**config.mk**
```make
export PLATFORM = sky130hd
export DESIGN_NAME = acpc_top
export DESIGN_NICKNAME = d
export VERILOG_FILES = /design/src/rtl/acpc_pkg.sv /design/src/rtl/acpc_top.sv
export SDC_FILE = /design/constraint.sdc
export NUM_CORES = 1
export LEC_CHECK = 0
export BUFFER_PORTS_ARGS = -buffer_cell sky130_fd_sc_hd__buf_2
export CAP_MARGIN = 20
export CORE_MARGIN = 3
export CORE_UTILIZATION = 45
export DETAILED_ROUTE_END_ITERATION = 10
export PLACE_DENSITY = 0.66
export SLEW_MARGIN = 10
export SYNTH_ARGS = -nofsm -noshare
export SYNTH_HDL_FRONTEND = slang
export SYNTH_SLANG_ARGS = --single-unit
```
**constraint.sdc**
```tcl
create_clock -name CORE_CLK_I -period 4.4 [get_ports CORE_CLK_I]
set_input_delay 0.88 -clock CORE_CLK_I [delete_from_list [all_inputs] [get_ports CORE_CLK_I]]
set_output_delay 0.88 -clock CORE_CLK_I [all_outputs]
set_load 0.1 [all_outputs]
```
**src/rtl/acpc_pkg.sv**
```systemverilog
package acpc_pkg;

  // ----------------------------------------------------------------
  // timebase
  // ----------------------------------------------------------------
  localparam int CLK_PERIOD_NS = 20;
  localparam int SUB_PER_DEG = 8;
  localparam int TICKS_PER_HALF = 180 * SUB_PER_DEG;
  localparam logic [20:0] TICKS_PER_HALF_W = 21'(TICKS_PER_HALF);
  localparam logic [19:0] HALF_PER_INIT = 20'h6_5B9B;
  localparam logic [19:0] HALF_PER_MAX = 20'hF_FFFF;

  // ----------------------------------------------------------------
  // hold time and pulse widths
  // ----------------------------------------------------------------
  localparam int HOLD_60_MS = 34;
  localparam int HOLD_50_MS = 40;
  // rounded up in sub-degree ticks; the 60 Hz figure covers the 50 Hz one too
  localparam int HOLD_TICKS_60 = (HOLD_60_MS * 120 * TICKS_PER_HALF + 999) / 1000;
  localparam int HOLD_TICKS_50 = (HOLD_50_MS * 100 * TICKS_PER_HALF + 999) / 1000;
  localparam int HOLD_TICKS = (HOLD_TICKS_60 > HOLD_TICKS_50) ? HOLD_TICKS_60 : HOLD_TICKS_50;
  localparam logic [12:0] HOLD_TICKS_W = 13'(HOLD_TICKS);
  localparam int NARROW_60_US = 33;
  localparam int NARROW_50_US = 39;
  localparam int NARROW_TICKS = (NARROW_60_US * 120 * TICKS_PER_HALF + 999_999) / 1_000_000;
  localparam logic [15:0] NARROW_TICKS_W = 16'(NARROW_TICKS);
  localparam int WIDE_NS = 1_000_000;
  localparam int WIDE_CYCLES = WIDE_NS / CLK_PERIOD_NS;

  // ----------------------------------------------------------------
  // conduction angles, levels one to ten, in degrees
  // ----------------------------------------------------------------
  localparam int NUM_LEVELS = 10;
  localparam logic [9:0][7:0] COND_ANGLE = {
    8'h95, 8'h89, 8'h7F, 8'h77, 8'h70, 8'h6B, 8'h64, 8'h5D, 8'h56, 8'h4E
  };

  // ----------------------------------------------------------------
  // types
  // ----------------------------------------------------------------
  typedef struct packed {
    logic run;
    logic off;
    logic pulse;
  } acpc_cmd_type;

  typedef enum logic [1:0] {
    FS_WAIT = 2'b01,
    FS_PULSE = 2'b10
  } acpc_fire_type;

endpackage

```
**src/rtl/acpc_top.sv**
```systemverilog
`timescale 1ns/100ps
// Function
// [RULE_01] a level line held low past the hold time selects its power level
// [RULE_02] the switch must hold each input low past the hold time to be seen
// [RULE_03] selected line drives its indicator until another line gets selected
// [RULE_04] after reset no level is selected and all ten lines are inputs
// [RULE_05] qualified run enables firing at the selected angle; ignored with no level
// [RULE_06] a new level while firing changes the angle at once
// [RULE_07] qualified off stops firing and keeps the selected level
// [RULE_08] run after off fires again at the kept level
// [RULE_09] holding pulse low fires; release stops unless run enabled firing
// [RULE_10] pulse ignored with no level or when run already enabled firing
// [RULE_11] one low firing pulse each sync half-cycle at the level's phase delay
// [RULE_12] levels one to ten conduct 78 86 93 100 107 112 119 127 137 149 degrees
// [RULE_13] firing pulse width is a build option: narrow about 33 us or wide 1.0 ms
// [RULE_14] all timing comes from a loop that tracks the 40 to 70 Hz sync input; the wide firing pulse width counts CORE_CLK_I cycles instead
// [RULE_15] each input is qualified by a sync-locked counter restarted on release
// [RULE_16] when several lines qualify together only the lowest-numbered is taken
module acpc_top
  import acpc_pkg::*;
#(
  parameter bit WIDE_PULSE = 1'b0,
  parameter int WIDE_CYC = WIDE_CYCLES
) (
  input wire logic CORE_CLK_I,
  input wire logic RESET_I,
  input wire logic SYNC_I,
  input wire logic [9:0] PL_IN_N_I,
  output logic [9:0] PL_OUT_N_O,
  output logic [9:0] PL_OE_O,
  input wire logic RUN_N_I,
  input wire logic OFF_N_I,
  input wire logic PULSE_N_I,
  output logic TRIAC_FIRE_OUT_N_O
);

  // ----------------------------------------------------------------
  // helpers
  // ----------------------------------------------------------------
  function automatic logic [10:0] fire_delay(input logic [9:0] sel);
    logic [10:0] d;
    d = '0;
    for (int k = 0; k < NUM_LEVELS; k++) begin
      if (sel[k]) begin
        d = 11'((180 - int'(COND_ANGLE[k])) * SUB_PER_DEG);
      end
    end
    return d;
  endfunction

  // ----------------------------------------------------------------
  // sync tracking loop
  // ----------------------------------------------------------------
  logic sync_d_r;
  logic sync_edge;
  logic [19:0] per_cnt_r;
  logic [19:0] half_per_r;
  logic [20:0] acc_r;
  logic [20:0] acc_sum;
  logic tick;
  logic [10:0] phase_r;

  assign sync_edge = SYNC_I ^ sync_d_r;
  assign acc_sum = acc_r + TICKS_PER_HALF_W;
  assign tick = (acc_sum >= {1'b0, half_per_r});

  always_ff @(posedge CORE_CLK_I) begin
    if (RESET_I) begin
      // start from the pin level so that leaving reset shows no false sync edge
      sync_d_r <= SYNC_I;
      per_cnt_r <= '0;
      half_per_r <= HALF_PER_INIT;
    end else begin
      sync_d_r <= SYNC_I;
      if (sync_edge) begin
        per_cnt_r <= '0;
        // a stalled count means sync was lost; keep the last good period
        if (per_cnt_r != HALF_PER_MAX && per_cnt_r != '0) begin
          half_per_r <= per_cnt_r + 20'h0_0001; // RULE_14
        end
      end else if (per_cnt_r != HALF_PER_MAX) begin
        per_cnt_r <= per_cnt_r + 20'h0_0001;
      end
    end
  end

  // numeric oscillator: TICKS_PER_HALF ticks per measured half-cycle
  always_ff @(posedge CORE_CLK_I) begin
    if (RESET_I) begin
      acc_r <= '0;
      phase_r <= '0;
    end else if (sync_edge) begin
      acc_r <= '0; // RULE_14
      phase_r <= '0;
    end else begin
      acc_r <= tick ? (acc_sum - {1'b0, half_per_r}) : acc_sum;
      if (tick && phase_r != 11'(TICKS_PER_HALF - 1)) begin
        phase_r <= phase_r + 11'h001;
      end
    end
  end

  // ----------------------------------------------------------------
  // input qualification
  // ----------------------------------------------------------------
  logic [9:0] sel_r;
  logic [12:0] qcnt_r [13];
  logic [12:0] low_n;
  logic [12:0] qual;
  logic [12:0] qevt;
  acpc_cmd_type cmd_lvl;
  acpc_cmd_type cmd_evt;

  // the selected line reads back its own low drive, so it is masked
  assign low_n = {PULSE_N_I, OFF_N_I, RUN_N_I, PL_IN_N_I | sel_r};

  always_comb begin
    for (int i = 0; i < 13; i++) begin
      qual[i] = (qcnt_r[i] == HOLD_TICKS_W);
      qevt[i] = (qcnt_r[i] == HOLD_TICKS_W - 13'h0001) && tick && !low_n[i];
    end
  end

  always_ff @(posedge CORE_CLK_I) begin
    for (int i = 0; i < 13; i++) begin
      if (RESET_I || low_n[i]) begin
        qcnt_r[i] <= '0; // RULE_15
      end else if (tick && !qual[i]) begin
        qcnt_r[i] <= qcnt_r[i] + 13'h0001; // RULE_01 RULE_02
      end
    end
  end

  assign cmd_evt = '{run: qevt[10], off: qevt[11], pulse: qevt[12]};
  assign cmd_lvl = '{run: qual[10], off: qual[11], pulse: qual[12] && !low_n[12]};

  // ----------------------------------------------------------------
  // level selection and indicators
  // ----------------------------------------------------------------
  logic [9:0] pl_evt;
  logic [9:0] pl_pick;

  assign pl_evt = qevt[9:0];
  assign pl_pick = pl_evt & (~pl_evt + 10'h001); // RULE_16

  always_ff @(posedge CORE_CLK_I) begin
    if (RESET_I) begin
      sel_r <= '0; // RULE_04
    end else if (pl_evt != '0) begin
      sel_r <= pl_pick; // RULE_01 RULE_03
    end
  end

  assign PL_OE_O = sel_r; // RULE_03
  assign PL_OUT_N_O = ~sel_r;

  // ----------------------------------------------------------------
  // run / off / pulse control
  // ----------------------------------------------------------------
  logic run_en_r;
  logic fire_en;

  always_ff @(posedge CORE_CLK_I) begin
    if (RESET_I) begin
      run_en_r <= 1'b0;
    end else if (cmd_evt.off) begin
      run_en_r <= 1'b0; // RULE_07
    end else if (cmd_evt.run && sel_r != '0) begin
      run_en_r <= 1'b1; // RULE_05 RULE_08
    end
  end

  // pulse only counts while no run enable exists and a level is chosen
  assign fire_en = run_en_r || (cmd_lvl.pulse && sel_r != '0); // RULE_09 RULE_10

  // ----------------------------------------------------------------
  // firing pulse
  // ----------------------------------------------------------------
  acpc_fire_type fs_r;
  logic fire_n_r;
  logic [15:0] wcnt_r;
  logic hit;
  logic fired_r;
  logic wstep;
  logic [15:0] wlen;

  // angle follows sel_r live, so a new level applies from the next match
  assign hit = fire_en && tick && !fired_r
    && (phase_r == fire_delay(sel_r)); // RULE_06 RULE_11 RULE_12
  assign wstep = WIDE_PULSE ? 1'b1 : tick;
  assign wlen = WIDE_PULSE ? 16'(WIDE_CYC) : NARROW_TICKS_W; // RULE_13

  // a move to a later angle after this half-cycle fired must not fire it twice
  always_ff @(posedge CORE_CLK_I) begin
    if (RESET_I || sync_edge) begin
      fired_r <= 1'b0;
    end else if (hit) begin
      fired_r <= 1'b1; // RULE_11
    end
  end

  always_ff @(posedge CORE_CLK_I) begin
    if (RESET_I) begin
      fs_r <= FS_WAIT;
      fire_n_r <= 1'b1;
      wcnt_r <= '0;
    end else begin
      case (fs_r)
        FS_WAIT: begin
          if (hit) begin
            fs_r <= FS_PULSE;
            fire_n_r <= 1'b0; // RULE_11
            wcnt_r <= wlen;
          end
        end
        FS_PULSE: begin
          // width runs to its end even if firing is disabled meanwhile
          if (wstep) begin
            if (wcnt_r == 16'h0001) begin
              fs_r <= FS_WAIT;
              fire_n_r <= 1'b1;
            end
            wcnt_r <= wcnt_r - 16'h0001;
          end
        end
        default: begin
          fs_r <= FS_WAIT;
          fire_n_r <= 1'b1;
        end
      endcase
    end
  end

  assign TRIAC_FIRE_OUT_N_O = fire_n_r;

  // ----------------------------------------------------------------
  // checks
  // ----------------------------------------------------------------
  AST_RESET_CLEAR: assert property (@(posedge CORE_CLK_I) // RULE_04
    RESET_I |=> (sel_r == '0 && PL_OE_O == '0 && !run_en_r))
    else $error("selection or run enable not cleared by reset");

  AST_ONE_LEVEL: assert property (@(posedge CORE_CLK_I) disable iff (RESET_I) // RULE_16
    $onehot0(sel_r))
    else $error("more than one level selected");

  AST_SEL_CAUSE: assert property (@(posedge CORE_CLK_I) disable iff (RESET_I) // RULE_03
    !$stable(sel_r) |-> ($past(pl_evt) != '0))
    else $error("selection changed without a qualified level line");

  AST_SEL_LOWEST: assert property (@(posedge CORE_CLK_I) disable iff (RESET_I) // RULE_01
    (pl_evt != '0) |=> ($onehot(sel_r) && (sel_r & $past(pl_evt)) != '0
      && ((sel_r - 10'h001) & $past(pl_evt)) == '0))
    else $error("qualified level line not taken as the lowest one");

  AST_RUN_NEEDS_LEVEL: assert property (@(posedge CORE_CLK_I) disable iff (RESET_I) // RULE_05
    (sel_r == '0) |-> !run_en_r)
    else $error("run enable set with no level selected");

  AST_RUN_SETS: assert property (@(posedge CORE_CLK_I) disable iff (RESET_I) // RULE_08
    (cmd_evt.run && !cmd_evt.off && sel_r != '0) |=> run_en_r)
    else $error("qualified run did not enable firing");

  AST_OFF_CLEARS: assert property (@(posedge CORE_CLK_I) disable iff (RESET_I) // RULE_07
    (cmd_evt.off && pl_evt == '0) |=> (!run_en_r && $stable(sel_r)))
    else $error("off did not stop firing or altered the level");

  AST_PULSE_HOLD: assert property (@(posedge CORE_CLK_I) disable iff (RESET_I) // RULE_09
    (!run_en_r && sel_r != '0 && qual[12] && !PULSE_N_I) |-> fire_en)
    else $error("held pulse input did not enable firing");

  AST_PULSE_IGNORED: assert property (@(posedge CORE_CLK_I) disable iff (RESET_I) // RULE_10
    (sel_r == '0) |-> !fire_en)
    else $error("firing enabled with no level selected");

  AST_FIRE_ANGLE: assert property (@(posedge CORE_CLK_I) disable iff (RESET_I) // RULE_12
    $fell(TRIAC_FIRE_OUT_N_O) |-> ($past(phase_r) == fire_delay($past(sel_r))
      && $past(fire_en)))
    else $error("firing pulse at the wrong phase or while disabled");

  AST_NARROW_LEN: assert property (@(posedge CORE_CLK_I) disable iff (RESET_I) // RULE_13
    (!WIDE_PULSE && $fell(TRIAC_FIRE_OUT_N_O)) |-> (wcnt_r == NARROW_TICKS_W))
    else $error("firing pulse loaded with the wrong width");

endmodule

```
==> out/qor.yml, run 1 <==
hpwl_mm: 21.9
cts_max_level: 1
fin_crit_ns: 4.08
grt_usage_pct: 17.2
cp_cell_sequence: "ha_1 > nor3_2 > o21bai_4 > xor2_1 > ha_1 > nand4_1 > or4_1 > o211ai_1 > a21oi_1 > and3_2 > buf_12 > a41oi_1 > nand2b_1 > buf_4"
setup-violations-final: 0
synth_area_leaders: "edfxtp_1, dfxtp_1, nor2_1"
register_area_mm2: 0.00714
worst-slew-pin-transition_ns: 1.00
pwr_density_cell_mw_per_mm2: 352
ant_nets: 0
hold_path_class: "reg -> reg"
final_area_mm2: 0.0168
post_cts_buffers: 0
post_cts_resized: 0
critPathRequiredTime_ns: 4.64
routabilityCongestion: 0.841
max_stage_delay_ns: 0.55
fin_setup_tns_ns: 0
grt_antenna_before_repair: 2
synthTopCellsByCount: "nor2_1, edfxtp_1, nand2_1, xnor2_1, dfxtp_1"
die_x_um: 189
clkLatencyLatePin_ns: 0.55
dr.first_iter.drc_count: 689
worstSetupPathType: "reg -> reg"
crit_fanout: 43
synth.top_cell.area_share_pct: 33.7
yosysWarnings: 0
yosysMostFrequentCell: "nor2_1"
ys_seq_area_share_pct: 47.4
routed_wl_mm: 31.4
postSynthAreaPerCell_um2: 9.39
grt_pass1_vias: 10900
leakagePower_nw: 6.06
coreArea_mm2: 0.0328
num_vias: 11400
nets: 1715
maxSlewViolCount: 0
dr.pass1.iters: 5
synth_cells: 1602
grt_start_max_net_pins: 44
fmax_mhz: 245
power_frac_comb_pct: 7.8
io_buffers: 36
maxSlewHeadroom_pct: 32.8
clockRootBuffer: "clkbuf_16"
power_mw: 5.93
clock_path_buffers: 3
critPathArrivalTime_ns: 4.31
clock_sinks: 272
syn_to_final_growth_pct: 11.9
status: "finished, final reports clean"
final_util_pct: 51.4
post-route-drc-count: 0
grt_setup_unrepaired: "false"
yosysTopAreaCell: "edfxtp_1"
cts_tree: "done"
cts_buffers: 31
postPlaceCellArea_mm2: 0.0158
synth_seq_cells: 272
clkPwrFrac_pct: 43.4
clkTransAtPathRegs_ns: 0.06
fillers: 3006
internal_power_mw: 4.52
worstSetupEndpointType: "register"
ctsHoldBuffers: 0
synth_nets: 1672
seqPwrFrac_pct: 48.8
synth-edff-count: 169
crit_path_start_kind: "register"
ir_drop_v: 0.000317
rows: 66
drive_above_1_share_pct: 8.69
synthArstFlopShare_pct: 0
fin_worst_skew_ns: 0.0118
drv_cap: 0
grt_pass1_wl_mm: 52.3
swShare_pct: 23.8
gr-total-overflow: 0
synthFlopType: "edfxtp_1"
multi_input_area_mm2: 0.00741
wl_per_cell_um: 14.9
cp_common_cell: "ha_1"
io_pins: 37
ys_types: 65
hold_viol: 0
power.switching_mw: 1.41
routed_via_density: 5.38
post-route-period-util_pct: 92.6
syn_area_mm2: 0.0150
fp.dieArea_mm2: 0.0357
initial_core_util_pct: 45.9
slowest_stage: "or4_1"
fp.dieH_um: 189
==> cell type report <==
cell class | count | area share (%)
sequential | 272 | 42.4
clock inverter | 19 | 1.06
timing repair buffer | 61 | 2.26
multi-input combinational | 1187 | 44.0
antenna | 1 | 0.0149
tap | 442 | 3.28
clock buffer | 38 | 5.00
inverter | 92 | 2.05
==> cells by family after synthesis <==
kind of cell	after synthesis	share of synthesized area [%]
AND/OR/NAND/NOR	730	23.8
flip-flops	272	47.4
XOR/XNOR	210	12.2
AO/OA/AOI/OAI	192	8.40
buffers and inverters	143	3.58
adder cells (fa/ha/maj)	54	4.54
multiplexers	1	0.0665
==> through the flow <==
step                      setup slack [ns]  hold slack (ns)  std cells
after floorplan                     -0.179            0.429       1602
after detailed placement             0.133            0.454       2054
after CTS                            0.144            0.441       2111
after global placement               0.339            0.447       2054
final                                0.325            0.458       2112
after global routing                0.0799            0.458       2111
==> cells in the final DEF (no fill, tap or decap), types with 25 or more instances in the layout <==
master	Yosys	final
xnor2_1	109	109
nand3_1	81	81
nand2_1	132	131
dfxtp_1	103	103
edfxtp_1	169	169
nor2_1	280	280
clkbuf_16	0	31
buf_2	2	36
nor3_1	32	31
nand4_1	39	39
nor4_1	25	25
ha_1	53	53
inv_1	92	92
a21oi_1	58	58
and3_1	45	44
xor2_1	101	101
==> final timing paths <==
kind / start / to / slack, ns / cells past startpoint
worst min register to register: acc_r[3] / acc_r[3] / 0.46 / 2
worst max-delay path: acc_r[5] / qcnt_r[0][76] / 0.32 / 14
worst max register to register: acc_r[5] / qcnt_r[0][76] / 0.32 / 14
worst min-delay path: acc_r[3] / acc_r[3] / 0.46 / 2
==> flip-flops by register name, indices dropped and copies added, names as in the netlist <==
name	flops
PL_OE_O	10
acc_r	21
fired_r	1
fs_r	2
half_per_r	20
per_cnt_r	20
phase_r	11
qcnt_r	169
run_en_r	1
sync_d_r	1
wcnt_r	16
==> worst max-delay path, delay by kind of cell, from the launching register on <==
kind | cells | cell delay, ns
compound gates | 4 | 0.76
xor+xnor | 1 | 0.17
fa+ha+maj | 2 | 0.65
buf+inv | 2 | 0.41
flops | 1 | 0.35
simple gates | 5 | 1.40
==> power groups by stage <==
stage	Combinational [mW]	Clock (mW)	Sequential, mW
global placement	0.453	0	2.94
finish	0.465	2.57	2.90
floorplan	0.354	0	2.92
CTS	0.461	2.64	2.90
detailed placement	0.458	0	2.95
global route	0.523	2.73	2.91
==> per-layer routing <==
metal  vias up  track usage, %  share of wire [%]
met2       185            27.9                 45
met5         -               0               0.10
met4         4            4.67                2.6
met3        62            2.61                3.9
li1       5751               -                  -
met1      5370            24.2                 49
No activity file was read; power rests on OpenSTA's default activity.
==> inputs of run 2 (changes only) <==
Settings changed: CELL_PAD_IN_SITES_DETAIL_PLACEMENT from default to 1, CELL_PAD_IN_SITES_GLOBAL_PLACEMENT from default to 2, CORE_UTILIZATION 45 to 37, PLACE_DENSITY 0.66 to 0.8.
==> run 2 against run 1 <==
Against the previous run:
- cell area increased by 1.7%
- non-clock buffer count increased by 8
- first-iteration DRC count decreased by 32%
- sequential power about the same
- clock-buffer cell count increased by 11
- clock power increased by 11%
- largest cell class unchanged
- highest routed layer is now met4
==> out/qor.yml, run 2 (synthesis gave the netlist of run 1 again) <==
fillers: 4559  # was 3,006
nets: 1727  # was 1,715
die_x_um: 208  # was 189 um
critPathRequiredTime_ns: 4.62  # was 4.64 ns
worst-slew-pin-transition_ns: 0.769  # was 1.00 ns
clockRootBuffer: "clkbuf_16"  # unchanged
dr.pass1.iters: 4  # was 5
power.switching_mw: 1.52  # was 1.41 mW
maxSlewHeadroom_pct: 48.2  # was 32.8%
status: "finished, final reports clean"  # unchanged
fp.dieArea_mm2: 0.0431  # was 0.0357 mm2
routabilityCongestion: 0.797  # was 0.841
min_from: "wcnt_r[5]"  # was acc_r[3]
setup-violations-final: 0  # unchanged
ctsHoldBuffers: 0  # unchanged
post_cts_buffers: 0  # unchanged
whs_ns: 0.464  # was 0.458 ns
critPathTopFamily: "simple AND/OR/NAND/NOR gates"  # unchanged
clock_path_buffers: 3  # unchanged
worstSetupPathType: "reg -> reg"  # unchanged
r2r_slack_ns: 0.34  # was 0.32 ns
post_cts_resized: 0  # unchanged
rows: 73  # was 66
final_cell_mix: "nor2_1, edfxtp_1, nand2_1"  # unchanged
clkLatencyLatePin_ns: 0.54  # was 0.55 ns
maxSlewViolCount: 0  # unchanged
fin_setup_tns_ns: 0  # unchanged
path_buf_inv: 2  # unchanged
hold_viol: 0  # unchanged
grt_usage_pct: 17.1  # was 17.2%
clkPwrFrac_pct: 45.7  # was 43.4%
routed_wl_mm: 37.0  # was 31.4 mm
grt_setup_unrepaired: "false"  # unchanged
drive_above_1_share_pct: 9.27  # was 8.69%
coreArea_mm2: 0.0399  # was 0.0328 mm2
grt_antenna_before_repair: 0  # was 2
slowest_stage: "or4_1"  # unchanged
critPathArrivalTime_ns: 4.28  # was 4.31 ns
leakagePower_nw: 6.16  # was 6.06 nW
seqPwrFrac_pct: 46.6  # was 48.8%
gr-total-overflow: 0  # unchanged
max_stage_delay_ns: 0.49  # was 0.55 ns
grt_pass1_wl_mm: 62.3  # was 52.3 mm
crit_fanout: 29  # was 43
internal_power_mw: 4.71  # was 4.52 mW
io_buffers: 36  # unchanged
fin_worst_skew_ns: 0.0228  # was 0.0118 ns
drv_cap: 0  # unchanged
post-route-drc-count: 0  # unchanged
fin_crit_ns: 4.06  # was 4.08 ns
clkTransAtPathRegs_ns: 0.06  # about the same
cts_buffers: 35  # was 31
grt_start_max_net_pins: 39  # was 44
largest_registers: "qcnt_r x169, acc_r x21"  # unchanged
hold_path_class: "reg -> reg"  # unchanged
power_frac_comb_pct: 7.7  # was 7.8%
routed_via_density: 5.27  # was 5.38
cts_tree: "done"  # unchanged
num_vias: 11600  # was 11,400
cp_cell_sequence: "ha_1 > nor3_2 > o21bai_4 > nand4_1 > xnor2_1 > ha_1 > nand3_1 > or4_1 > o211ai_1 > a21oi_1 > and3_2 > buf_4 > a31oi_2 > nand2b_1 > buf_4"  # was ha_1 > nor3_2 > o21bai_4 > xor2_1 > ha_1 > nand4_1 > or4_1 > o211ai_1 > a21oi_1 > and3_2 > buf_12 > a41oi_1 > nand2b_1 > buf_4
worstSetupEndpointType: "register"  # unchanged
fp.dieH_um: 208  # was 189 um
top_register: "qcnt_r"  # unchanged
syn_to_final_growth_pct: 13.9  # was 11.9%
initial_core_util_pct: 37.7  # was 45.9%
dr.first_iter.drc_count: 469  # was 689
timing.rr.start: "acc_r[5]"  # unchanged
post-route-period-util_pct: 92.4  # was 92.6%
cp-startpoint: "acc_r[5]"  # unchanged
ir_drop_v: 0.000299  # was 0.000317 V
swShare_pct: 24.4  # was 23.8%
clock_sinks: 272  # unchanged
crit_path_start_kind: "register"  # unchanged
largest_register_ffs: 169  # unchanged
ant_nets: 0  # unchanged
antenna_cells: 0  # was 1
wl_per_cell_um: 16.8  # was 14.9 um
fmax_mhz: 246  # was 245 MHz
cts_max_level: 2  # was 1
grt_pass1_vias: 12000  # was 10,900
pwr_density_cell_mw_per_mm2: 363  # was 352 mW/mm2
hpwl_mm: 26.0  # was 21.9 mm
io_pins: 37  # unchanged
layout_commonest_cell: "nor2_1"  # unchanged
-- run 2: cell types whose count changed in the layout (fill, tap and decap cells not counted), sizes merged --
cell / before / now
clkbuf: 38 / 49
buf: 61 / 69
clkinv: 13 / 8
bufinv: 3 / 1
inv: 93 / 95
clkinvlp: 2 / 1
diode: 1 / 0
-- run 2: power by group through the flow --
stage / logic, mW / clock network [mW] / registers, mW
2_1_floorplan: 0.354 / 0 / 2.92
3_3_place_gp: 0.470 / 0 / 2.95
3_5_place_dp: 0.480 / 0 / 2.95
4_1_cts: 0.483 / 2.94 / 2.90
5_1_grt: 0.543 / 3.04 / 2.92
6_report: 0.482 / 2.85 / 2.90
-- run 2: tightest hold or removal path: cells and delay by family, from the launching register on --
| family | cells | cell delay [ns] |
|---|---|---|
| buffers and inverters | 1 | 0.05 |
| DFF | 1 | 0.31 |
| AOI/OAI and AO/OA | 1 | 0.06 |
-- run 2: final cells by class --
cell class / instances / area (um2) / area share (%)
clock buffers: 49 / 1040 / 6.07
clock inverters: 13 / 101 / 0.591
inverters: 92 / 345 / 2.01
multi-input cells: 1187 / 7410 / 43.2
flip-flops and latches: 272 / 7140 / 41.6
well taps: 525 / 657 / 3.83
repair buffers: 69 / 453 / 2.64
-- run 2: path summary, 6_finish.rpt --
path	to	cells after the start
hold / removal	wcnt_r[5]	2
hold reg to reg	wcnt_r[5]	2
setup reg to reg	qcnt_r[0][5]	15
setup / recovery	qcnt_r[0][5]	15
-- run 2: per-layer routing --
metal	track usage, %	part of all wire (%)
met2	28.1	47
met5	0	0
met3	2.81	2.9
met1	23.5	48
met4	4.95	2.3
-- run 2: metrics by stage --
| stage | instances | total power, mW | cell area [um2] | utilization (%) | setup WS [ns] |
|---|---|---|---|---|---|
| 2_1_floorplan | 1602 | 3.28 | 15000 | - | -0.179 |
| 3_3_place_gp | 2144 | 3.42 | 16000 | 40.0 | 0.239 |
| 3_5_place_dp | 2144 | 3.43 | 16000 | 40.0 | 0.0874 |
| 4_1_cts | 2206 | 6.33 | 17100 | 42.8 | 0.0226 |
| 5_1_grt | 2207 | 6.50 | 17100 | 42.9 | 0.0220 |
| 6_report | 2207 | 6.23 | 17100 | 42.9 | 0.335 |
==> inputs of run 3 (changes only) <==
Settings changed: ABC_AREA from default to 1, CORE_UTILIZATION 37 to 35, PLACE_DENSITY 0.8 to 0.78, REMOVE_ABC_BUFFERS from default to 1.
==> run 3 against run 2 <==
Against the previous run:
- non-clock buffer count is 11 lower
- first-iteration DRC count is 8.1% higher
- register-to-register slack gained 0.02 ns
- die area up 12%
- worst setup slack gained 0.021 ns
- clock power decreased by 2%
- power fell by 2.2%
- synthesized cell count increased by 27%
- final cell count grew 22%
- utilization shrank 2.6 points
- largest power group unchanged
- clock skew decreased by 0.0048 ns
==> out/qor.yml, run 3 <==
status: "finished, final reports clean"  # unchanged
setup-violations-final: 0  # unchanged
synth.top_cell.area_share_pct: 31.6  # was 33.7%
register_area_mm2: 0.00714  # unchanged
wl_per_cell_um: 15.3  # was 16.8 um
drive_above_1_share_pct: 7.96  # was 9.27%
clkPwrFrac_pct: 45.7  # about the same
synth_seq_cells: 272  # unchanged
syn_area_mm2: 0.0161  # was 0.0150 mm2
nets: 2154  # was 1,727
internal_power_mw: 4.62  # was 4.71 mW
synth_mux_area_share_pct: 0  # was 0.0665%
routed_wl_mm: 41.4  # was 37.0 mm
ir_drop_v: 0.000250  # was 0.000299 V
whs_ns: 0.457  # was 0.464 ns
yosysTopAreaCell: "edfxtp_1"  # unchanged
post-place-ws_ns: 0.264  # was 0.0874 ns
synthArstFlopShare_pct: 0  # unchanged
syn_to_final_growth_pct: 12.6  # was 13.9%
seqPwrFrac_pct: 47.0  # was 46.6%
grt_pass1_vias: 14100  # was 12,000
power_frac_comb_pct: 7.4  # was 7.7%
power_mw: 6.09  # was 6.23 mW
post-route-period-util_pct: 91.9  # was 92.4%
drv_cap: 0  # unchanged
cp_cell_sequence: "ha_1 > a21oi_1 > nor2_1 > nand3_1 > nor3b_1 > xor2_1 > ha_1 > nand2_1 > nor2_1 > nand3_1 > o21ai_2 > nor2_4 > nand3_4 > nand2_8 > buf_4 > a31oi_1 > nand3b_1 > buf_4"  # was ha_1 > nor3_2 > o21bai_4 > nand4_1 > xnor2_1 > ha_1 > nand3_1 > or4_1 > o211ai_1 > a21oi_1 > and3_2 > buf_4 > a31oi_2 > nand2b_1 > buf_4
grt_start_max_net_pins: 35  # was 39
synth_xor_area_share_pct: 6.44  # was 12.2%
postSynthAreaPerCell_um2: 7.92  # was 9.39 um2
grt-busiest-layer: "met2"  # unchanged
die_x_um: 220  # was 208 um
synthTopCellsByCount: "nand2_1, nor2_1, inv_1, edfxtp_1, a21oi_1"  # was nor2_1, edfxtp_1, nand2_1, xnor2_1, dfxtp_1
critPathTopFamily: "simple AND/OR/NAND/NOR gates"  # unchanged
yosysMostFrequentCell: "nand2_1"  # was nor2_1
top_register: "qcnt_r"  # unchanged
io_pins: 37  # unchanged
fillers: 5436  # was 4,559
synth-simple-area-share_pct: 27.9  # was 23.8%
max_stage_delay_ns: 0.39  # was 0.49 ns
synth_cells: 2029  # was 1,602
leakagePower_nw: 7.20  # was 6.16 nW
num_vias: 13300  # was 11,600
grt_pass1_wl_mm: 70.3  # was 62.3 mm
layout_setup_ws_ns: 0.356  # was 0.335 ns
grt_setup_unrepaired: "false"  # unchanged
synthFlopType: "edfxtp_1"  # unchanged
grt_antenna_before_repair: 0  # unchanged
hold_viol: 0  # unchanged
gr-usage-met1_pct: 23.2  # was 23.5%
critPathRequiredTime_ns: 4.62  # about the same
rows: 77  # was 73
synth_top_family_by_area: "simple AND/OR/NAND/NOR gates"  # unchanged
initial_core_util_pct: 35.8  # was 37.7%
multi_input_area_mm2: 0.00766  # was 0.00741 mm2
pwr_density_cell_mw_per_mm2: 337  # was 363 mW/mm2
worstSetupPathType: "reg -> reg"  # unchanged
cts_max_level: 2  # unchanged
fin_worst_skew_ns: 0.0180  # was 0.0228 ns
fmax_mhz: 247  # was 246 MHz
crit_path_start_kind: "register"  # unchanged
fin_setup_tns_ns: 0  # unchanged
slowest_stage: "dfxtp_1"  # was or4_1
worstSetupEndpointType: "register"  # unchanged
clock_sinks: 272  # unchanged
clkLatencyLatePin_ns: 0.54  # about the same
hold_path_class: "reg -> reg"  # unchanged
use_met2_pct: 29.9  # was 28.1%
io_buffers: 36  # unchanged
dr.first_iter.drc_count: 507  # was 469
maxSlewHeadroom_pct: 41.6  # was 48.2%
post-route-drc-count: 0  # unchanged
power.switching_mw: 1.48  # was 1.52 mW
grt_usage_pct: 17.6  # was 17.1%
yosysWarnings: 0  # unchanged
synth-compound-area-share_pct: 8.96  # was 8.40%
clkTransAtPathRegs_ns: 0.06  # about the same
ys_types: 54  # was 65
swShare_pct: 24.2  # was 24.4%
fin_crit_ns: 4.04  # was 4.06 ns
routabilityCongestion: 0.859  # was 0.797
ys_seq_area_share_pct: 44.4  # was 47.4%
met3_usage_pct: 2.46  # was 2.81%
antenna_cells: 0  # unchanged
dr.pass1.iters: 4  # unchanged
fp.dieH_um: 220  # was 208 um
critPathArrivalTime_ns: 4.27  # was 4.28 ns
routed_via_density: 4.94  # was 5.27
fp.dieArea_mm2: 0.0485  # was 0.0431 mm2
cts_buffers: 36  # was 35
hpwl_mm: 30.2  # was 26.0 mm
largest_register_ffs: 169  # unchanged
synth_area_leaders: "edfxtp_1, dfxtp_1, nand2_1"  # was edfxtp_1, dfxtp_1, nor2_1
maxSlewViolCount: 0  # unchanged
synthAdderAreaFrac_pct: 4.25  # was 4.54%
largest_registers: "qcnt_r x169, acc_r x21"  # unchanged
coreArea_mm2: 0.0448  # was 0.0399 mm2
clockRootBuffer: "clkbuf_16"  # unchanged
cts_tree: "done"  # unchanged
clock_path_buffers: 3  # unchanged
crit_fanout: 20  # was 29
path_buf_inv: 2  # unchanged
layout_commonest_cell: "nand2_1"  # was nor2_1
gr-total-overflow: 0  # unchanged
final_util_pct: 40.4  # was 42.9%
synth-edff-count: 169  # unchanged
final_cell_mix: "nand2_1, nor2_1, inv_1"  # was nor2_1, edfxtp_1, nand2_1
ant_nets: 0  # unchanged
worst-slew-pin-transition_ns: 0.868  # was 0.769 ns
## run 3: metal layers
layer  up-vias  part of all wire (%)
met5         -                     0
met4         0                   2.6
met3        70                   3.0
met2       108                    47
met1      6329                    47
li1       6837                     -
## run 3: final timing paths
check	from	endpoint	slack (ns)	depth (start not counted)
setup reg to reg	acc_r[5]	qcnt_r[1][45]	0.36	18
setup / recovery	acc_r[5]	qcnt_r[1][45]	0.36	18
hold reg to reg	fired_r	fired_r	0.46	2
hold / removal	fired_r	fired_r	0.46	2
## run 3: worst register-to-register path: cells and delay by family (launching register included)
family | cells | cell delay [ns]
compound gates | 3 | 0.68
simple gates | 10 | 1.45
xor+xnor | 1 | 0.13
flops | 1 | 0.39
buf+inv | 2 | 0.48
fa+ha+maj | 2 | 0.61
## run 3: final cells by class
cell class	instances	share of cell area [%]
clock buffer	54	5.69
clock inverter	10	0.436
inverter	287	5.98
multi-input combinational	1429	42.3
sequential	272	39.5
tap	592	4.10
timing repair buffer	58	1.98
## run 3: logic make-up (layout without fill, tap and decap cells)
logic type,Yosys count,in the layout
DFF,272,272
xor gates and xnor gates,118,118
AOI/OAI and AO/OA,263,263
buffers and inverters,328,409
adders and majority gates,54,54
and+or+nand+nor,994,994
## run 3: timing repair
action | 4_1_cts | 5_1_grt
setup buffers | 0 | 1
endpoints found under the setup margin | 0 | 28
hold buffers | 0 | 0
resized for setup | 0 | 3
## run 3: per-stage QoR
| step | area (um2) | cells |
|---|---|---|
| 2_1_floorplan | 15900 | 1988 |
| 3_3_place_gp | 16900 | 2637 |
| 3_5_place_dp | 16900 | 2637 |
| 4_1_cts | 18000 | 2701 |
| 5_1_grt | 18100 | 2702 |
| 6_report | 18100 | 2702 |
## run 3: power groups by stage
stage	sequential (mW)	combinational, mW	clock [mW]
floorplan	2.90	0.315	0
global placement	2.91	0.439	0
detailed placement	2.92	0.447	0
CTS	2.86	0.452	2.89
global route	2.88	0.517	2.99
finish	2.86	0.450	2.78
